`src/design/front_panel_regs.vh`:
```
// Purpose: Constants for the front-panel status and control block
// Assumes: 125 MHz mclk, 32-bit AXI4-Lite register access
// Notes:   Word offsets, field positions, reset values and timing counts
`ifndef FRONT_PANEL_REGS_VH
`define FRONT_PANEL_REGS_VH

// ****************************************
// Register word offsets (address bits 3:2)
// ****************************************
`define OFS_CTRL        2'h0
`define OFS_STATUS      2'h1
`define OFS_TIMECODE    2'h2
`define OFS_MENU        2'h3

// ****************************************
// Control fields and reset values
// ****************************************
`define CTRL_MODE_LSB   0
`define CTRL_LOOP_BIT   2
`define CTRL_RESTART_BIT 3
`define CTRL_RST_VAL    8'h00
`define MENU_EXIT_RST   4'h7

// ****************************************
// Timecode modes and engine states
// ****************************************
`define MODE_PRODUCE    2'h0
`define MODE_PROD_SYNC  2'h1
`define MODE_READ       2'h2
`define ENG_IDLE        2'h0
`define ENG_RUN         2'h1
`define ENG_PAUSED      2'h2

// ****************************************
// Reproducer states
// ****************************************
`define REP_STOPPED     3'h0
`define REP_PLAYING     3'h1
`define REP_PAUSED      3'h2
`define REP_STILLED     3'h3
`define REP_SEARCHED    3'h4
`define REP_FAULT       3'h5
`define REP_INIT        3'h6

// ****************************************
// Timing
// ****************************************
// 5 ms debounce tick and 250 ms flash phase at 125 MHz, sized to their counters
`define DEB_CYCLES      20'h98968
`define BLINK_CYCLES    25'h1DCD650

// ****************************************
// Bus responses
// ****************************************
`define RESP_OKAY       2'h0
`define RESP_SLVERR     2'h2

`endif

```
`src/design/front_panel_status_control.v`:
```
// Purpose: Front-panel buttons, wheel menu, unit and reproducer indicators
// Assumes: All inputs synchronous to mclk except buttons and wheel, which are
//          synchronised and debounced here
// Notes:   Registers over AXI4-Lite; display content is given as fields
//
// Design decisions made here: the AXI4-Lite interface to the registers and the placing of the registers.
`default_nettype none
`include "front_panel_regs.vh"

module front_panel_status_control #(
	parameter             NUM_REPRO  = 8,
	parameter [19:0]      DEB_CYCLES = `DEB_CYCLES,
	parameter [24:0]      BLINK_CYCLES = `BLINK_CYCLES
) (
	input  wire                   mclk,
	input  wire                   reset_n,
	input  wire [3:0]             s_axi_awaddr,
	input  wire                   s_axi_awvalid,
	output reg                    s_axi_awready,
	input  wire [31:0]            s_axi_wdata,
	input  wire [3:0]             s_axi_wstrb,
	input  wire                   s_axi_wvalid,
	output reg                    s_axi_wready,
	output reg  [1:0]             s_axi_bresp,
	output reg                    s_axi_bvalid,
	input  wire                   s_axi_bready,
	input  wire [3:0]             s_axi_araddr,
	input  wire                   s_axi_arvalid,
	output reg                    s_axi_arready,
	output reg  [31:0]            s_axi_rdata,
	output reg  [1:0]             s_axi_rresp,
	output reg                    s_axi_rvalid,
	input  wire                   s_axi_rready,
	input  wire                   btn_start,
	input  wire                   btn_pause,
	input  wire                   btn_reset,
	input  wire                   btn_mute,
	input  wire                   wheel_push,
	input  wire                   wheel_cw,
	input  wire                   wheel_ccw,
	input  wire [NUM_REPRO-1:0]   repro_test,
	input  wire                   fault_detect,
	input  wire                   sync_present,
	input  wire                   sync_locked,
	input  wire                   cmd_ready,
	input  wire                   tc_out_active,
	input  wire [1:0]             eng_state,
	input  wire                   loop_end,
	input  wire                   tc_valid,
	input  wire [31:0]            tc_value,
	input  wire [2:0]             frame_rate,
	input  wire [3*NUM_REPRO-1:0] repro_state,
	output reg                    led_fault_r,
	output reg                    led_sync_r,
	output reg                    led_gen_r,
	output reg                    led_ready_r,
	output reg                    led_run_r,
	output reg                    led_pause_r,
	output reg                    led_stop_r,
	output reg                    led_mute_r,
	output reg                    audio_mute_r,
	output reg  [NUM_REPRO-1:0]   rled_red_r,
	output reg  [NUM_REPRO-1:0]   rled_green_r,
	output reg                    tc_start_r,
	output reg                    tc_listen_r,
	output reg                    tc_restart_r,
	output reg                    tc_halt_r,
	output reg                    tc_ignore_r,
	output reg                    tc_pause_r,
	output reg                    repro_stop_all_r,
	output reg  [NUM_REPRO-1:0]   play_first_media_file_r,
	output reg  [NUM_REPRO-1:0]   repro_stop_r,
	output reg  [NUM_REPRO-1:0]   repro_clear_r,
	output reg  [1:0]             disp_mode_r,
	output reg  [1:0]             disp_state_r,
	output reg  [2:0]             disp_rate_r,
	output reg  [31:0]            disp_tc_r,
	output reg                    disp_dash_r,
	output reg                    menu_active_r,
	output reg  [3:0]             menu_sel_r,
	output reg                    menu_pick_r
);

	localparam NB = 7 + NUM_REPRO;

	// ****************************************
	// Helpers
	// ****************************************
	function is_produce;
		input [1:0] mode;
		begin
			is_produce = (mode == `MODE_PRODUCE) || (mode == `MODE_PROD_SYNC);
		end
	endfunction

	// ****************************************
	// Configuration registers
	// ****************************************
	reg  [1:0]  mode_r;
	reg         loop_en_r;
	reg         restart_en_r;
	reg  [3:0]  menu_exit_r;
	reg         pause_pend_r;

	// ****************************************
	// Button synchronise and debounce
	// ****************************************
	// A shared slow sample tick is cheaper than one counter per button;
	// bounce shorter than the tick period cannot produce a second edge.
	wire [NB-1:0] raw = {repro_test, wheel_ccw, wheel_cw, wheel_push,
		btn_mute, btn_reset, btn_pause, btn_start};
	reg  [NB-1:0] sync1_r;
	reg  [NB-1:0] sync2_r;
	reg  [NB-1:0] deb_r;
	reg  [NB-1:0] deb_prev_r;
	reg  [19:0]   deb_cnt_r;
	reg  [24:0]   blink_cnt_r;
	reg           flash_r;
	wire [NB-1:0] press = deb_r & ~deb_prev_r;

	always @(posedge mclk or negedge reset_n) begin
		if (!reset_n) begin
			sync1_r <= {NB{1'b0}};
			sync2_r <= {NB{1'b0}};
			deb_r <= {NB{1'b0}};
			deb_prev_r <= {NB{1'b0}};
			deb_cnt_r <= 20'h00000;
			blink_cnt_r <= 25'h0000000;
			flash_r <= 1'b0;
		end else begin
			sync1_r <= raw;
			sync2_r <= sync1_r;
			deb_prev_r <= deb_r;
			if (deb_cnt_r == DEB_CYCLES - 20'h00001) begin
				deb_cnt_r <= 20'h00000;
				deb_r <= sync2_r;
			end else begin
				deb_cnt_r <= deb_cnt_r + 20'h00001;
			end
			if (blink_cnt_r == BLINK_CYCLES - 25'h0000001) begin
				blink_cnt_r <= 25'h0000000;
				flash_r <= ~flash_r;
			end else begin
				blink_cnt_r <= blink_cnt_r + 25'h0000001;
			end
		end
	end

	wire p_start = press[0];
	wire p_pause = press[1];
	wire p_reset = press[2];
	wire p_mute  = press[3];
	wire p_push  = press[4];
	wire p_cw    = press[5];
	wire p_ccw   = press[6];
	wire [NUM_REPRO-1:0] p_test = press[NB-1:7];

	wire producing = (eng_state == `ENG_RUN) && is_produce(mode_r);

	// ****************************************
	// Timecode engine commands and unit indicators
	// ****************************************
	always @(posedge mclk or negedge reset_n) begin
		if (!reset_n) begin
			tc_start_r <= 1'b0;
			tc_listen_r <= 1'b0;
			tc_restart_r <= 1'b0;
			tc_halt_r <= 1'b0;
			tc_ignore_r <= 1'b0;
			tc_pause_r <= 1'b0;
			repro_stop_all_r <= 1'b0;
			pause_pend_r <= 1'b0;
			audio_mute_r <= 1'b0;
			led_fault_r <= 1'b0;
			led_sync_r <= 1'b0;
			led_gen_r <= 1'b0;
			led_ready_r <= 1'b0;
			led_run_r <= 1'b0;
			led_pause_r <= 1'b0;
			led_stop_r <= 1'b0;
			led_mute_r <= 1'b0;
		end else begin
			tc_start_r <= p_start && eng_state == `ENG_IDLE && is_produce(mode_r);
			tc_listen_r <= p_start && eng_state == `ENG_IDLE && !is_produce(mode_r);
			tc_restart_r <= p_start && producing && restart_en_r;
			tc_halt_r <= p_reset && is_produce(mode_r);
			tc_ignore_r <= p_reset && !is_produce(mode_r);
			repro_stop_all_r <= p_reset;
			tc_pause_r <= pause_pend_r && producing && loop_end;
			// A new press wins over the clear at the loop point
			if (p_pause && producing && loop_en_r)
				pause_pend_r <= 1'b1;
			else if (loop_end || p_reset || !producing)
				pause_pend_r <= 1'b0;
			if (p_mute)
				audio_mute_r <= ~audio_mute_r;
			led_fault_r <= fault_detect;
			led_sync_r <= sync_present && sync_locked;
			led_gen_r <= producing;
			led_ready_r <= cmd_ready;
			led_run_r <= tc_out_active;
			led_pause_r <= producing && pause_pend_r;
			led_stop_r <= eng_state == `ENG_IDLE;
			// Takes the toggle in the same cycle so it never disagrees with the mute state
			led_mute_r <= audio_mute_r ^ p_mute;
		end
	end

	// ****************************************
	// Reproducer indicators and test buttons
	// ****************************************
	integer i;

	always @(posedge mclk or negedge reset_n) begin
		if (!reset_n) begin
			rled_red_r <= {NUM_REPRO{1'b0}};
			rled_green_r <= {NUM_REPRO{1'b0}};
			play_first_media_file_r <= {NUM_REPRO{1'b0}};
			repro_stop_r <= {NUM_REPRO{1'b0}};
			repro_clear_r <= {NUM_REPRO{1'b0}};
		end else begin
			for (i = 0; i < NUM_REPRO; i = i + 1) begin
				play_first_media_file_r[i] <= p_test[i] && repro_state[3*i +: 3] == `REP_STOPPED;
				repro_stop_r[i] <= p_test[i] && repro_state[3*i +: 3] == `REP_PLAYING;
				repro_clear_r[i] <= p_test[i] && repro_state[3*i +: 3] == `REP_FAULT;
				// Orange is red and green together
				case (repro_state[3*i +: 3])
				`REP_INIT: begin
					rled_red_r[i] <= 1'b0;
					rled_green_r[i] <= flash_r;
				end
				`REP_FAULT: begin
					rled_red_r[i] <= flash_r;
					rled_green_r[i] <= 1'b0;
				end
				`REP_STOPPED: begin
					rled_red_r[i] <= 1'b0;
					rled_green_r[i] <= 1'b0;
				end
				default: begin
					if (audio_mute_r) begin
						rled_red_r[i] <= 1'b1;
						rled_green_r[i] <= 1'b0;
					end else begin
						rled_red_r[i] <= repro_state[3*i +: 3] != `REP_PLAYING;
						rled_green_r[i] <= 1'b1;
					end
				end
				endcase
			end
		end
	end

	// ****************************************
	// Status display and wheel menu
	// ****************************************
	always @(posedge mclk or negedge reset_n) begin
		if (!reset_n) begin
			disp_mode_r <= `MODE_PRODUCE;
			disp_state_r <= `ENG_IDLE;
			disp_rate_r <= 3'h0;
			disp_tc_r <= 32'h00000000;
			disp_dash_r <= 1'b1;
			menu_active_r <= 1'b0;
			menu_sel_r <= 4'h0;
			menu_pick_r <= 1'b0;
		end else begin
			disp_mode_r <= mode_r;
			disp_state_r <= eng_state;
			disp_rate_r <= frame_rate;
			disp_tc_r <= tc_value;
			disp_dash_r <= !tc_valid || eng_state == `ENG_IDLE;
			menu_pick_r <= 1'b0;
			if (!menu_active_r) begin
				if (p_push) begin
					menu_active_r <= 1'b1;
					menu_sel_r <= 4'h0;
				end
			end else if (p_push) begin
				if (menu_sel_r == menu_exit_r)
					menu_active_r <= 1'b0;
				else
					menu_pick_r <= 1'b1;
			end else if (p_cw && !p_ccw) begin
				menu_sel_r <= (menu_sel_r >= menu_exit_r) ? 4'h0 : menu_sel_r + 4'h1;
			end else if (p_ccw && !p_cw) begin
				menu_sel_r <= (menu_sel_r == 4'h0) ? menu_exit_r : menu_sel_r - 4'h1;
			end
		end
	end

	// ****************************************
	// AXI4-Lite slave
	// ****************************************
	reg  [1:0]  waddr_r;
	reg  [7:0]  wbyte_r;
	reg         wbyte_en_r;
	reg         aw_got_r;
	reg         w_got_r;
	wire        wr_go = aw_got_r && w_got_r && !s_axi_bvalid;
	wire [1:0]  ra = s_axi_araddr[3:2];
	reg  [31:0] rd_mux;

	always @* begin
		case (ra)
		`OFS_CTRL:     rd_mux = {28'h0000000, restart_en_r, loop_en_r, mode_r};
		`OFS_STATUS:   rd_mux = {18'h00000, menu_sel_r, menu_active_r, pause_pend_r,
			led_fault_r, led_sync_r, led_gen_r, led_ready_r, led_run_r,
			led_pause_r, led_stop_r, led_mute_r};
		`OFS_TIMECODE: rd_mux = disp_tc_r;
		`OFS_MENU:     rd_mux = {28'h0000000, menu_exit_r};
		default:       rd_mux = 32'h00000000;
		endcase
	end

	always @(posedge mclk or negedge reset_n) begin
		if (!reset_n) begin
			s_axi_awready <= 1'b1;
			s_axi_wready <= 1'b1;
			s_axi_bvalid <= 1'b0;
			s_axi_bresp <= `RESP_OKAY;
			s_axi_arready <= 1'b1;
			s_axi_rvalid <= 1'b0;
			s_axi_rresp <= `RESP_OKAY;
			s_axi_rdata <= 32'h00000000;
			aw_got_r <= 1'b0;
			w_got_r <= 1'b0;
			waddr_r <= 2'h0;
			wbyte_r <= 8'h00;
			wbyte_en_r <= 1'b0;
			mode_r <= `MODE_PRODUCE;
			loop_en_r <= 1'b0;
			restart_en_r <= 1'b0;
			menu_exit_r <= `MENU_EXIT_RST;
		end else begin
			if (s_axi_awvalid && s_axi_awready) begin
				s_axi_awready <= 1'b0;
				aw_got_r <= 1'b1;
				waddr_r <= s_axi_awaddr[3:2];
			end
			if (s_axi_wvalid && s_axi_wready) begin
				s_axi_wready <= 1'b0;
				w_got_r <= 1'b1;
				wbyte_r <= s_axi_wdata[7:0];
				wbyte_en_r <= s_axi_wstrb[0];
			end
			if (wr_go) begin
				aw_got_r <= 1'b0;
				w_got_r <= 1'b0;
				s_axi_bvalid <= 1'b1;
				s_axi_bresp <= `RESP_OKAY;
				case (waddr_r)
				`OFS_CTRL: begin
					if (wbyte_en_r) begin
						// Mode 3 is not a legal mode; it falls back to read
						mode_r <= (wbyte_r[1:0] == 2'h3) ? `MODE_READ : wbyte_r[1:0];
						loop_en_r <= wbyte_r[`CTRL_LOOP_BIT];
						restart_en_r <= wbyte_r[`CTRL_RESTART_BIT];
					end
				end
				`OFS_MENU: begin
					if (wbyte_en_r)
						menu_exit_r <= wbyte_r[3:0];
				end
				`OFS_STATUS, `OFS_TIMECODE: s_axi_bresp <= `RESP_SLVERR;
				default: s_axi_bresp <= `RESP_SLVERR;
				endcase
			end
			if (s_axi_bvalid && s_axi_bready) begin
				s_axi_bvalid <= 1'b0;
				s_axi_awready <= 1'b1;
				s_axi_wready <= 1'b1;
			end
			if (s_axi_arvalid && s_axi_arready) begin
				s_axi_arready <= 1'b0;
				s_axi_rvalid <= 1'b1;
				s_axi_rdata <= rd_mux;
				s_axi_rresp <= `RESP_OKAY;
			end
			if (s_axi_rvalid && s_axi_rready) begin
				s_axi_rvalid <= 1'b0;
				s_axi_arready <= 1'b1;
			end
		end
	end

endmodule
`default_nettype wire

```
`config.mk`:
```
export PLATFORM = sky130hd
export DESIGN_NAME = front_panel_status_control
export DESIGN_NICKNAME = d
export VERILOG_FILES = /design/src/design/front_panel_status_control.v
export VERILOG_INCLUDE_DIRS = /design/src /design/src/design
export SDC_FILE = /design/constraint.sdc
export NUM_CORES = 1
export LEC_CHECK = 0
export BUFFER_PORTS_ARGS = -buffer_cell sky130_fd_sc_hd__clkbuf_2
export CAP_MARGIN = 20
export CORE_MARGIN = 3
export CORE_UTILIZATION = 52
export DETAILED_ROUTE_END_ITERATION = 10
export PLACE_DENSITY_LB_ADDON = 0.1
export SYNTH_ARGS = -nofsm -noshare
export SYNTH_HDL_FRONTEND = slang
export SYNTH_SLANG_ARGS = --single-unit
```
`constraint.sdc`:
```
create_clock -name mclk -period 3.1 [get_ports mclk]
set_input_delay 0.31 -clock mclk [delete_from_list [all_inputs] [get_ports mclk]]
set_output_delay 0.31 -clock mclk [all_outputs]
set_load 0.01 [all_outputs]
```
# ---- After elaboration in Yosys (flattened, before gate mapping)
# Index checks and enable logic that the tools add are counted.
dict set report classes {
  addsub 4
  n_lt_le_gt_ge 1
  eq_ne 45
  mux 59
  n_bitwise 5
  n_reduce_logical 98
}
# operator count
set ops {}
lappend ops {{one-hot mux 32 bit (4 select lines)} 1}
lappend ops {{== test 3 bit, second input constant} 16}
lappend ops {{logical AND 1 bit} 46}
lappend ops {{OR reduction 2 bit} 17}
lappend ops {{one-hot mux 1 bit (2 select lines)} 16}
lappend ops {{2-to-1 mux 1 bit} 31}
lappend ops {{2-to-1 mux 4 bit} 7}
lappend ops {{adder 25 x 1 -> 25 bit, second input constant} 1}
lappend ops {{== test 25 bit, second input constant} 1}
lappend ops {{2-to-1 mux 25 bit} 1}
lappend ops {{== test 3 x 1 -> 1 bit, second input constant} 8}
lappend ops {{zero test 3 bit} 8}
lappend ops {{inequality test 3 x 1 -> 1 bit, second input constant} 8}
lappend ops {{adder 20 x 1 -> 20 bit, second input constant} 1}
lappend ops {{== test 20 bit, second input constant} 1}
lappend ops {{2-to-1 mux 20 bit} 1}
lappend ops {{nonzero test 2 bit} 8}
lappend ops {{AND 15 bit} 1}
lappend ops {{inverter 15 bit} 1}
lappend ops {{== test 2 bit, second input constant} 5}
lappend ops {{AND reduction 3 bit} 3}
lappend ops {{== test 2 x 1 -> 1 bit, second input constant} 4}
lappend ops {{zero test 2 bit} 4}
lappend ops {{zero test 1 bit} 6}
lappend ops {{11 further kinds} 16}
dict set report totals {
  ff_bits 265
  input_bits 134
  word_cells 265
}

# ---- Depth between registers and ports, before layout
# Gate-level depths: netlist of run 1.
dict set report depth {
  ltp_word 8
  mapped_depth 7
  ltp_nobuf 7
}

# ---- Least setup slack after synthesis of run 1
# OpenSTA, ideal clock, no wires.
dict set report synth_timing {
  path_type {reg2reg}
  startpoint {register blink_cnt_r[4]}
  endpoint {register blink_cnt_r[20]}
  arrival_time_ns 2.188
  required_ns 2.970
  setup_slack_ns 0.782
  path_stages_with_launch 7
  n_path_buf 1
  period_less_slack_ns 2.318
  cell_sequence {dfrtp_1 or4_1 or4_4 or4_4 buf_6 o211ai_1 o31ai_1}
}
dict set report synth_via {
  elab_chain_len 2
  word_cells_on_any_way 3
  cone_classes {add/sub (1); eq/ne (1); mux (1)}
}
# item line
set synth_rtl {}
lappend synth_rtl {{start, declared} front_panel_status_control.v:117} ;# reg [24:0] blink_cnt_r;
lappend synth_rtl {{start signal, assigned} front_panel_status_control.v:144} ;# blink_cnt_r <= blink_cnt_r + 25'h0000001;
lappend synth_rtl {{adder 25 x 1 -> 25 bit or == test 25 bit (tied branches)} {front_panel_status_control.v:144, front_panel_status_control.v:140}}
lappend synth_rtl {{2-to-1 mux 25 bit *} front_panel_status_control.v:140} ;# if (blink_cnt_r == BLINK_CYCLES - 25'h0000001) begin
# Mark *: on every way between the ends. The rest lies on a longest branch, timed or not.
# A chain may end at the register's enable or synchronous reset.

# ---- Worst setup path after layout of run 1
dict set report layout_timing {
  startpoint {register blink_cnt_r[7]}
  endpoint {register blink_cnt_r[20]}
}
# Same word-level chain as after synthesis.

==> summary.md, run 1 <==
| Metric | Value |
|---|---|
| Status | finished, final reports clean |
| Slowest CP cell | or4_4 |
| First-pass GRT wire length | 34800 um |
| Maximum VDD drop | 529 uV |
| Vias | 6932 |
| Clock sink total | 264 |
| Initial core utilization | 54.0% |
| Leakage | 6.38 nW |
| Power per cell area | 663 nW/um^2 |
| Sequential share of the synthesized area | approximately 67% |
| Hold WS | roughly 0.025 ns |
| Syn_area_per_cell | 13.1 um^2 |
| Critical Path End | blink_cnt_r[20] |
| Critical path's most frequent cell | or4_4 |
| Synth Cell Area | 9900 um^2 |
| Post-cts repair resize count | 0 |
| Cell variety after synth | 54 |
| Worst Setup SP | blink_cnt_r[7] |
| Power after layout | 8.60 mW |
| Met3 usage | 3.73% |
| I/O pin count | 277 |
| Setup total negative slack | 0 ns |
| Unrepaired setup endpoints after global routing | false |
| Max Slew Vio Count | 0 |
| Buffers on Ports | between 200 and 250 |
| Mapped Cells | 756 |
| EDFF count, synth | 0 |
| RR Startpoint | blink_cnt_r[7] |
| Setup CP Type | reg -> reg |
| Pre-antenna DRT Iters | 4 |
| Largest net degree at the start of global routing | just under 100 |
| Worst flop-to-flop path endpoint | blink_cnt_r[20] |
| Top-area cell type share of the netlist area | 65.0% |
| GRT busiest layer | met2 |
| Worst skew pair latency | about 0.52 ns |
| Hold Vio Cnt, Final | 0 |
| Top cells by area, synth | dfrtp_1 (65%), mux2_2 (3.9%), xor2_1 (2.9%) |
| Most instantiated library cell after synthesis | dfrtp_1 |
| Final nets | 1217 |
| Worst Skew | 0.00924 ns |
| Grt ovf | 0 |
| GRT Util Overall | 20.7% |
| Clock slew at reported path FFs | 0.06 ns |
| N_diodes | 0 |
| Critical path required time | 3.49 ns |
| Warnings, synthesis | 0 |
| Largest area contributor in the netlist | dfrtp_1 |
| Area Growth Syn to Fin | 31.2% |
| Max-slew headroom | ~35% |
| Finish-stage setup viols | 0 |
| Final worst path period share | about three quarters |
| Met2 Usage GRT | 34.8% |
| Synth cell count leaders | dfrtp_1 (257), nor2_1 (50), nand2_1 (47), nand3_1 (37), mux2_2 (34) |
| Row cnt | 49 |
| WL/cell | about 17 um |
| Die width | 144 um |
| FF+latch count, synth | 264 |
| Worst Setup End Kind | flop |
| HPWL Detailed | 14500 um |
| Max Buffers Root-to-Sink | 3 |
| Worst Path Max Fanout | 7 |
| Die H | 144 um |
| Core area | around 18000 um^2 |
| R2R Setup Slk | ~0.75 ns |
| Crit path time final | 2.35 ns |
| Final ANT Viol Nets | 0 |
| Min-Delay Startpoint | s_axi_wstrb[0] |
| CP Cell Sequence | or4_1 -> or4_4 -> or4_4 -> o211ai_1 -> o31ai_1 |
| CTS buffer count | 27 |
| Die ar. | 20700 um^2 |
| Fmax | 426 MHz |
| CTS H-tree depth | 1 |
| R2R cell count | 5 |
| Routability cong. | 0.814 |
| Initial antenna violation count | 0 |
| Synth Flop Type | dfrtp_1 |
| Crit path arrival time | 2.74 ns |
| Hold Path Class | in -> reg |
| Max-cap violations | 0 |
| M1 GR Usage | 28.1% |
| Async S/R FF share, synth | 100% |
| CTS root buf | clkbuf_16 |
| Type of origin of the critical path | flop |
| Initial DRC count | 334 |
| Vias in the first global route | 6819 |
| DRC | 0 |
| CTS tree | built |
| Vias per std cell | 5.24 |
| WL final | 22000 um |
| Critical path's largest stage delay | 0.59 ns |
| Slew @ Worst Pin | 0.961 ns |
| Layout cell share with drive strength beyond 1 | 31.6% |
[routing by layer]
metal | routed length [um] | share of wire [%]
met5 | 0 | 0
met4 | 584 | 2.7
met3 | 1420 | 6.5
met2 | 10500 | 48
met1 | 9430 | 43
[area by class of cell]
class	count	area, um^2
sequential	264	6620
fill	1320	5350
multi-input combinational	445	3080
timing repair buffer	311	1960
clock buffer	35	756
tap	229	287
clock inverter	14	185
inverter	24	90.1
[cells by family after synthesis]
| logic type | after synthesis | synth area share (%) |
|---|---|---|
| xor gates and xnor gates | 54 | 4.78 |
| buffers and inverters | 49 | 2.06 |
| DFF | 264 | 66.8 |
| adders and majority gates | 10 | 1.26 |
| and+or+nand+nor | 227 | 12.2 |
| AOI/OAI and AO/OA | 108 | 7.54 |
| other | 1 | 0.0379 |
| muxes | 43 | 5.29 |
[worst max-delay path, delay by kind of cell, from the launching register on]
kind               cells  cell delay (ns)
AOI/OAI and AO/OA      2             0.21
DFF                    1             0.44
and+or+nand+nor        3             1.58
[how the worst min path moves through the flow]
stage / endpoint / slack (ns) / cells after the start
2_1_floorplan: audio_mute_r / 0.01 / 0
3_3_place_gp: sync2_r[10] / 0.33 / 0
3_5_place_dp: sync2_r[13] / 0.33 / 0
4_1_cts: wbyte_r[1] / 0.006 / 2
5_1_grt: wbyte_en_r / 0.01 / 2
6_report: wbyte_en_r / 0.03 / 2
[placed cells by master, fill, tap and decap left out, types with 5 or more instances in the layout]
cell             n
a21oi_1         15
a22o_1          19
a22oi_1         10
and3_1           6
clkbuf_16       27
clkbuf_2       237
clkbuf_8         5
clkinv_2         5
dfrtp_1        257
dfstp_2          7
dlygate4sd3_1   65
ha_1            10
inv_1           24
mux2_2          34
mux2i_1          5
nand2_1         47
nand2b_1        12
nand3_1         37
nand4_1         10
nor2_1          50
nor2b_1          7
nor3_1          12
nor4_1          10
nor4b_1         13
o21ai_0         27
o22a_1          16
xnor2_1         21
xor2_1          33
[through the flow]
step | cells | worst slack (ns) | util, % | instance area (um^2)
floorplan | 758 | 0.782 | - | 9900
global placement | 1208 | 0.752 | 62.1 | 11400
detailed placement | 1208 | 0.747 | 62.1 | 11400
CTS | 1322 | 0.736 | 70.8 | 13000
global route | 1322 | 0.640 | 70.8 | 13000
finish | 1322 | 0.750 | 70.8 | 13000
[report_power, final]
group,internal (mW),total (mW),switching (mW),leakage [nW]
sequential,3.83,4.06,0.235,3.38
clock,2.05,3.36,1.31,0.457
combinational,0.578,1.18,0.602,2.54
[state kept, by name, indices dropped and copies added (netlist names), 3 cells and up]
register and cells:
blink_cnt_r 25, deb_cnt_r 20, deb_prev_r 15, deb_r 15
disp_rate_r 3, disp_tc_r 32, menu_exit_r 4, menu_sel_r 4
play_first_media_file_r 8, repro_clear_r 8, repro_stop_r 8, rled_green_r 8
rled_red_r 8, s_axi_rdata 32, sync1_r 15, sync2_r 15
wbyte_r 4
[timing repair]
action                                  CTS  global route
setup buffers                             0             0
endpoints found under the hold margin   156             0
hold buffers                             65             0
endpoints found under the setup margin    0             0
Note: power is estimated with default switching activity, not from simulation.
==> run 2, diff against run 1 <==
Settings changed: CORE_UTILIZATION 52 to 47.
Clock period 3.1 ns to 2.1 ns, I/O delays scaled along.
==> run 2 against run 1 <==
Compared with the run above:
- the flow now finishes with violations (setup timing)
- final area up 5.2%
- fmax is 6.0% higher
- power rose by 47%
- utilization shrank 4.0 points
- first-iteration DRC count decreased by 16%
- clock skew up 0.0064 ns
- clock power rose by 42%
- global-route usage fell by 0.63 points
- sequential share of layout area is 2.5 points lower
- critical path depth is the same
- count of clock-buffer cells in the layout up 13
- largest cell class unchanged
- highest routed layer unchanged
==> summary.md, run 2 (synthesized netlist as in run 1, its figures left out) <==
| Metric | Value |
|---|---|
| Status | complete, but fails checks |
| CTS root buf | clkbuf_16 |
| Finish-stage setup viols | 7 (+7) |
| Worst skew pair latency | 0.53 ns (about the same) |
| Area Growth Syn to Fin | 38.0% |
| CTS tree | built |
| R2R cell count | 5 (unchanged) |
| Vias per std cell | 5.02 (-4.3%) |
| GRT Util Overall | 20.0% (-0.63 points) |
| Vias | 7205 (+3.9%) |
| Max-cap violations | 0 (unchanged) |
| Top flop regs | disp_tc_r (32), s_axi_rdata (32), blink_cnt_r (25) |
| Max Buffers Root-to-Sink | 3 (unchanged) |
| Worst Path Max Fanout | 7 (unchanged) |
| WL/cell | 16.2 um (-2.3%) |
| Hold Path Class | in -> reg |
| N_diodes | 0 (unchanged) |
| R2R Setup Slk | -0.12 ns (-0.87 ns) |
| Layout cell share with drive strength beyond 1 | 31.2% (-0.35 points) |
| Die H | 151 um (+5.0%) |
| Max Slew Vio Count | 0 (unchanged) |
| Hold path cells | 3 (+1) |
| Slew @ Worst Pin | 0.734 ns (-0.227 ns) |
| Leakage | 6.74 nW (+5.7%) |
| Slack of the critical path | -0.118 ns (-0.868 ns) |
| Row cnt | 52 (+6.1%) |
| Min-Delay Startpoint | repro_state[19] |
| Failing checks | setup timing |
| Util after Layout | 66.8% (-4.0 points) |
| Worst Hold End | rled_green_r[6] |
| First-pass GRT wire length | 36900 um (+6.0%) |
| Most frequent cells in the layout | dfrtp_1 (257), clkbuf_2 (237), dlygate4sd3_1 (111) |
| Critical path required time | 2.49 ns (-1.00 ns) |
| Commonest non-fill, non-tap cell in the layout | dfrtp_1 |
| Unrepaired setup endpoints after global routing | true |
| Crit path time final | 2.22 ns (-0.132 ns) |
| Type of origin of the critical path | flop |
| Worst Skew | 0.0157 ns (+0.00644 ns) |
| Die width | 151 um (+5.0%) |
| I/O pin count | 277 (unchanged) |
| Clock sink total | 264 (unchanged) |
| Die ar. | 22800 um^2 (+10%) |
| Clock slew at reported path FFs | 0.06 ns (about the same) |
| Buffers on Ports | 238 (unchanged) |
| Routability cong. | 0.815 (about the same) |
| Initial core utilization | 48.4% (-5.5 points) |
| Grt ovf | 0 (unchanged) |
| Worst Setup End Kind | flop |
| Final ANT Viol Nets | 0 (unchanged) |
| Largest net degree at the start of global routing | 67 (-32%) |
| Pre-antenna DRT Iters | 4 (unchanged) |
| Final nets | 1289 (+5.9%) |
| Setup CP Type | reg -> reg |
| Power per cell area | 923 nW/um^2 (+39%) |
| Finished Layout Cells | 1436 (+8.6%) |
| DP Cell Count | 1273 (+5.4%) |
| Max-slew headroom | 51.1% (+16 points) |
| CTS buffer count | 28 (+3.7%) |
| Vias in the first global route | 7308 (+7.2%) |
| HPWL Detailed | 15600 um (+7.6%) |
| Hold Vio Cnt, Final | 0 (unchanged) |
| Hold WS | 0.0280 ns (+0.00252 ns) |
| RR Startpoint | blink_cnt_r[4] |
| Worst flop-to-flop path endpoint | blink_cnt_r[20] |
| WL final | 23300 um (+6.2%) |
| Setup total negative slack | -0.464 ns (-0.464 ns) |
| DRC | 0 (unchanged) |
| Core area | 20400 um^2 (+11%) |
| Fmax | 451 MHz (+6.0%) |
| Initial antenna violation count | 0 (unchanged) |
| Maximum VDD drop | 609 uV (+15%) |
| Final worst path period share | 106% (+30 points) |
| CTS H-tree depth | 1 (unchanged) |
| Power after layout | 12.6 mW (+47%) |
| Crit path arrival time | 2.61 ns (-0.13 ns) |
| Initial DRC count | 279 (-16%) |
==> run 2: where the power goes <==
part | internal [mW] | switching (mW)
registers | 5.65 | 0.370
logic | 0.906 | 0.906
clock network | 2.90 | 1.87
total | 9.46 | 3.15
==> run 2: timing repair <==
| action | 4_1_cts | 5_1_grt |
|---|---|---|
| setup endpoints to repair | 17 | 17 |
| hold endpoints to repair | 166 | 0 |
| resized for setup | 0 | 4 |
| buffers inserted | 0 | 0 |
| hold buffers | 111 | 0 |
| cloned | 0 | 1 |
| pin swaps | 3 | 1 |
==> run 2: through the flow <==
stage / worst slack, ns / cell area, um^2
floorplan: -0.218 / 9910
global route: -0.166 / 13700
CTS: -0.130 / 13600
finish: -0.118 / 13700
global placement: -0.184 / 11600
detailed placement: -0.230 / 11600
==> run 2: per-layer routing <==
metal  wire (um)  GRT usage [%]  up-vias
met5           0              0        -
met4         551           5.67        0
met3        1330           3.98       45
met2       11600           34.2      196
met1        9890           26.2     3525
li1            -              -     3439
==> run 2: final cells by class <==
cell class	instances	area, um^2
Fill cell	1530	6770
Sequential cell	264	6620
Multi-Input combinational cell	445	3100
Timing Repair Buffer	382	2610
Clock buffer	48	867
Tap cell	270	338
Inverter	24	90.1
Clock inverter	3	40.0
==> run 2: how the worst max path moves through the flow <==
stage,from,to,slack (ns),cells after the start
2_1_floorplan,blink_cnt_r[4],blink_cnt_r[20],-0.22,6
3_3_place_gp,blink_cnt_r[4],blink_cnt_r[20],-0.18,5
3_5_place_dp,blink_cnt_r[4],blink_cnt_r[20],-0.23,5
4_1_cts,blink_cnt_r[4],blink_cnt_r[20],-0.13,5
5_1_grt,blink_cnt_r[4],blink_cnt_r[22],-0.17,5
6_report,blink_cnt_r[4],blink_cnt_r[20],-0.12,5
==> run 2: worst max-delay path: stages, from the launching register on <==
cell and delay, ns:
dfrtp_1 0.37, or4_4 0.52, or4_4 0.49, or4_4 0.48, o211ai_1 0.12, o31ai_1 0.10
==> run 3, diff against run 2 <==
Settings changed: ABC_AREA from default to 1, CORE_UTILIZATION 47 to 48.
==> run 3 against run 2 <==
Compared with the run above:
- the run now ends clean
- critical endpoint is now blink_cnt_r[9]
- largest power group unchanged
- setup slack better by 0.43 ns
- count of clock-buffer cells in the layout fell by 9
- clock power up 9.4%
==> summary.md, run 3 <==
| Metric | Value |
|---|---|
| CTS root buf | clkbuf_16 |
| Crit path time final | 1.79 ns (-0.429 ns) |
| Final nets | 1644 (+28%) |
| CTS H-tree depth | 1 (unchanged) |
| Power per cell area | 923 nW/um^2 (about the same) |
| Worst Hold End | s_axi_rdata[10] |
| Warnings, synthesis | 0 (unchanged) |
| Status | finished, final reports clean |
| GRT Util Overall | 22.4% (+2.4 points) |
| Reg power frac | 45.3% (-2.5 points) |
| Synth cell count leaders | nand2_1 (313), dfrtp_1 (257), nor2_1 (142), inv_1 (134), nand3_1 (102) |
| Post-cts repair resize count | 0 (unchanged) |
| Largest area contributor in the netlist | dfrtp_1 |
| R2R cell count | 8 (+3) |
| Hold path cells | 4 (+1) |
| HPWL Detailed | 18300 um (+17%) |
| Critical path's largest stage delay | 0.44 ns (-0.08 ns) |
| Worst Setup End Kind | flop |
| WL final | 26600 um (+14%) |
| EDFF count, synth | 0 (unchanged) |
| FF+latch count, synth | 264 (unchanged) |
| Commonest non-fill, non-tap cell in the layout | nand2_1 |
| Core area | 21300 um^2 (+4.2%) |
| Setup bufs post-CTS | 0 (unchanged) |
| Max Buffers Root-to-Sink | 3 (unchanged) |
| WL/cell | 14.8 um (-8.8%) |
| Async S/R FF share, synth | 100% (unchanged) |
| Fmax | 559 MHz (+24%) |
| Final ANT Viol Nets | 0 (unchanged) |
| Hold Vio Cnt, Final | 0 (unchanged) |
| Top cells by area, synth | dfrtp_1 (61%), nand2_1 (11%), nor2_1 (5.1%) |
| Worst flop-to-flop path endpoint | blink_cnt_r[9] |
| Slew @ Worst Pin | 0.681 ns (-0.0523 ns) |
| Slowest CP cell | dfrtp_1 |
| Initial core utilization | 49.4% (+0.95 points) |
| Type of origin of the critical path | flop |
| Die width | 154 um (+1.9%) |
| Cell variety after synth | 32 (-41%) |
| R2R Setup Slk | 0.31 ns (+0.43 ns) |
| Clock slew at reported path FFs | 0.06 ns (about the same) |
| Sw frac | 25.9% (+0.88 points) |
| Mapped Cells | 1130 (+49%) |
| Syn_area_per_cell | 9.30 um^2 (-29%) |
| CTS buffer count | 28 (unchanged) |
| Synth Flop Type | dfrtp_1 |
| Die H | 154 um (+1.9%) |
| Largest net degree at the start of global routing | 85 (+27%) |
| Sequential share of the synthesized area | 62.9% (-3.9 points) |
| Most frequent cells in the layout | nand2_1 (313), dfrtp_1 (257), clkbuf_2 (237) |
| CTS tree | built |
| Die ar. | 23700 um^2 (+3.9%) |
| Synth Cell Area | 10500 um^2 (+6.2%) |
| Pre-antenna DRT Iters | 5 (+1) |
| RR Startpoint | blink_cnt_r[0] |
| Internal power | 9.70 mW (+2.6%) |
| Worst skew pair latency | 0.53 ns (about the same) |
| DRC | 0 (unchanged) |
| Final worst path period share | 85.2% (-20 points) |
| Clock group share of total power | 39.9% (+2.0 points) |
| N_diodes | 0 (unchanged) |
| Critical path required time | 2.49 ns (about the same) |
| Max-slew headroom | 54.6% (+3.5 points) |
| Leakage | 7.35 nW (+9.0%) |
| Setup CP Type | reg -> reg |
| Logic pwr share | 14.7% (+0.3 points) |
| Clock sink total | 264 (unchanged) |
| Sw Pwr | 3.38 mW (+7.5%) |
| Row cnt | 53 (+1.9%) |
| Vias in the first global route | 8871 (+21%) |
| Worst Skew | 0.0165 ns (+0.000855 ns) |
| Layout cell share with drive strength beyond 1 | 21.0% (-10 points) |
| Maximum VDD drop | 569 uV (-6.6%) |
| Setup total negative slack | 0 ns (+0.464 ns) |
| Min-Delay Startpoint | s_axi_araddr[2] |
| Max Slew Vio Count | 0 (unchanged) |
| Buffers on Ports | 238 (unchanged) |
| Initial antenna violation count | 0 (unchanged) |
| First-pass GRT wire length | 44200 um (+20%) |
| Area Growth Syn to Fin | 34.9% |
| Unrepaired setup endpoints after global routing | false |
| Grt ovf | 0 (unchanged) |
| Finish-stage setup viols | 0 (-7) |
| Crit path arrival time | 2.17 ns (-0.44 ns) |
| Routability cong. | 0.910 (+12%) |
| Top flop regs | disp_tc_r (32), s_axi_rdata (32), blink_cnt_r (25) |
| I/O pin count | 277 (unchanged) |
| Initial DRC count | 628 (+130%) |
| CP Cell Sequence | ha_1 -> nand2_2 -> nor2_4 -> inv_2 -> nor2_2 -> nand2_2 -> nor2_4 -> nor2_1 |
| Top-area cell type share of the netlist area | 61.2% (-3.8 points) |
| Max-cap violations | 0 (unchanged) |
| Vias | 8882 (+23%) |
| Hold Path Class | in -> reg |
| Vias per std cell | 4.94 (-1.5%) |
| Power after layout | 13.1 mW (+3.8%) |
| Worst Path Max Fanout | 14 (+7) |
| Most instantiated library cell after synthesis | nand2_1 |
==> run 3: area by class of cell <==
| cell class | instances | area, um^2 |
|---|---|---|
| repair buffers | 360 | 2440 |
| well taps | 275 | 344 |
| clock buffers | 39 | 803 |
| clock inverters | 13 | 195 |
| fillers | 1703 | 7100 |
| flip-flops and latches | 264 | 6620 |
| inverters | 138 | 518 |
| multi-input cells | 708 | 3270 |
==> run 3: worst max path at each step <==
stage / startpoint / endpoint / slack (ns)
after floorplan: blink_cnt_r[0] / blink_cnt_r[6] / 0.61
after global placement: blink_cnt_r[0] / flash_r / 0.34
after detailed placement: blink_cnt_r[0] / blink_cnt_r[9] / 0.30
after CTS: blink_cnt_r[0] / blink_cnt_r[9] / 0.28
after global routing: blink_cnt_r[0] / blink_cnt_r[9] / 0.17
final: blink_cnt_r[0] / blink_cnt_r[9] / 0.31
==> run 3: logic make-up after synthesis <==
kind of cell,count (synthesis),synth area share (%)
adder cells (fa/ha/maj),10,1.19
AO/OA/AOI/OAI,51,2.81
flip-flops,264,62.9
buffers and inverters,160,6.07
XOR/XNOR,24,2.00
other,1,0.0357
AND/OR/NAND/NOR,620,25.0
==> run 3: repair_timing <==
action,CTS,global route
hold buffers,110,0
endpoints found under the setup margin,0,0
hold endpoints to repair,362,0
==> run 3: per-layer routing <==
| metal | vias up | global-route usage, % | share of wire [%] |
|---|---|---|---|
| met5 | - | 0 | 0 |
| met4 | 0 | 6.60 | 2.8 |
| met1 | 4198 | 29.9 | 42 |
| met3 | 54 | 3.74 | 6.2 |
| met2 | 309 | 38.1 | 49 |
| li1 | 4321 | - | - |
==> run 3: power groups by stage <==
stage | logic [mW] | registers [mW] | clock network (mW)
after global routing | 2.17 | 6.00 | 5.55
final | 1.93 | 5.93 | 5.22
after floorplan | 0.778 | 6.13 | 0
after global placement | 1.72 | 6.00 | 0
after CTS | 1.94 | 5.93 | 5.35
after detailed placement | 1.75 | 6.02 | 0
==> run 3: per-stage QoR <==
stage / hold WS [ns] / area, um^2 / worst slack (ns) / cells / util, %
global route: 0.138 / 14200 / 0.172 / 1797 / 66.6
detailed placement: 0.0953 / 12100 / 0.301 / 1635 / 56.8
global placement: 0.0962 / 12100 / 0.342 / 1635 / 56.8
floorplan: -0.0856 / 10500 / 0.611 / 1132 / -
finish: 0.112 / 14200 / 0.312 / 1797 / 66.6
CTS: 0.0845 / 14200 / 0.277 / 1797 / 66.6
==> run 3: critical path, delay by kind of cell, from the launching register on <==
family,cells,cell delay [ns]
flip-flops,1,0.44
AND/OR/NAND/NOR,6,0.96
adder cells (fa/ha/maj),1,0.22
buffers and inverters,1,0.05
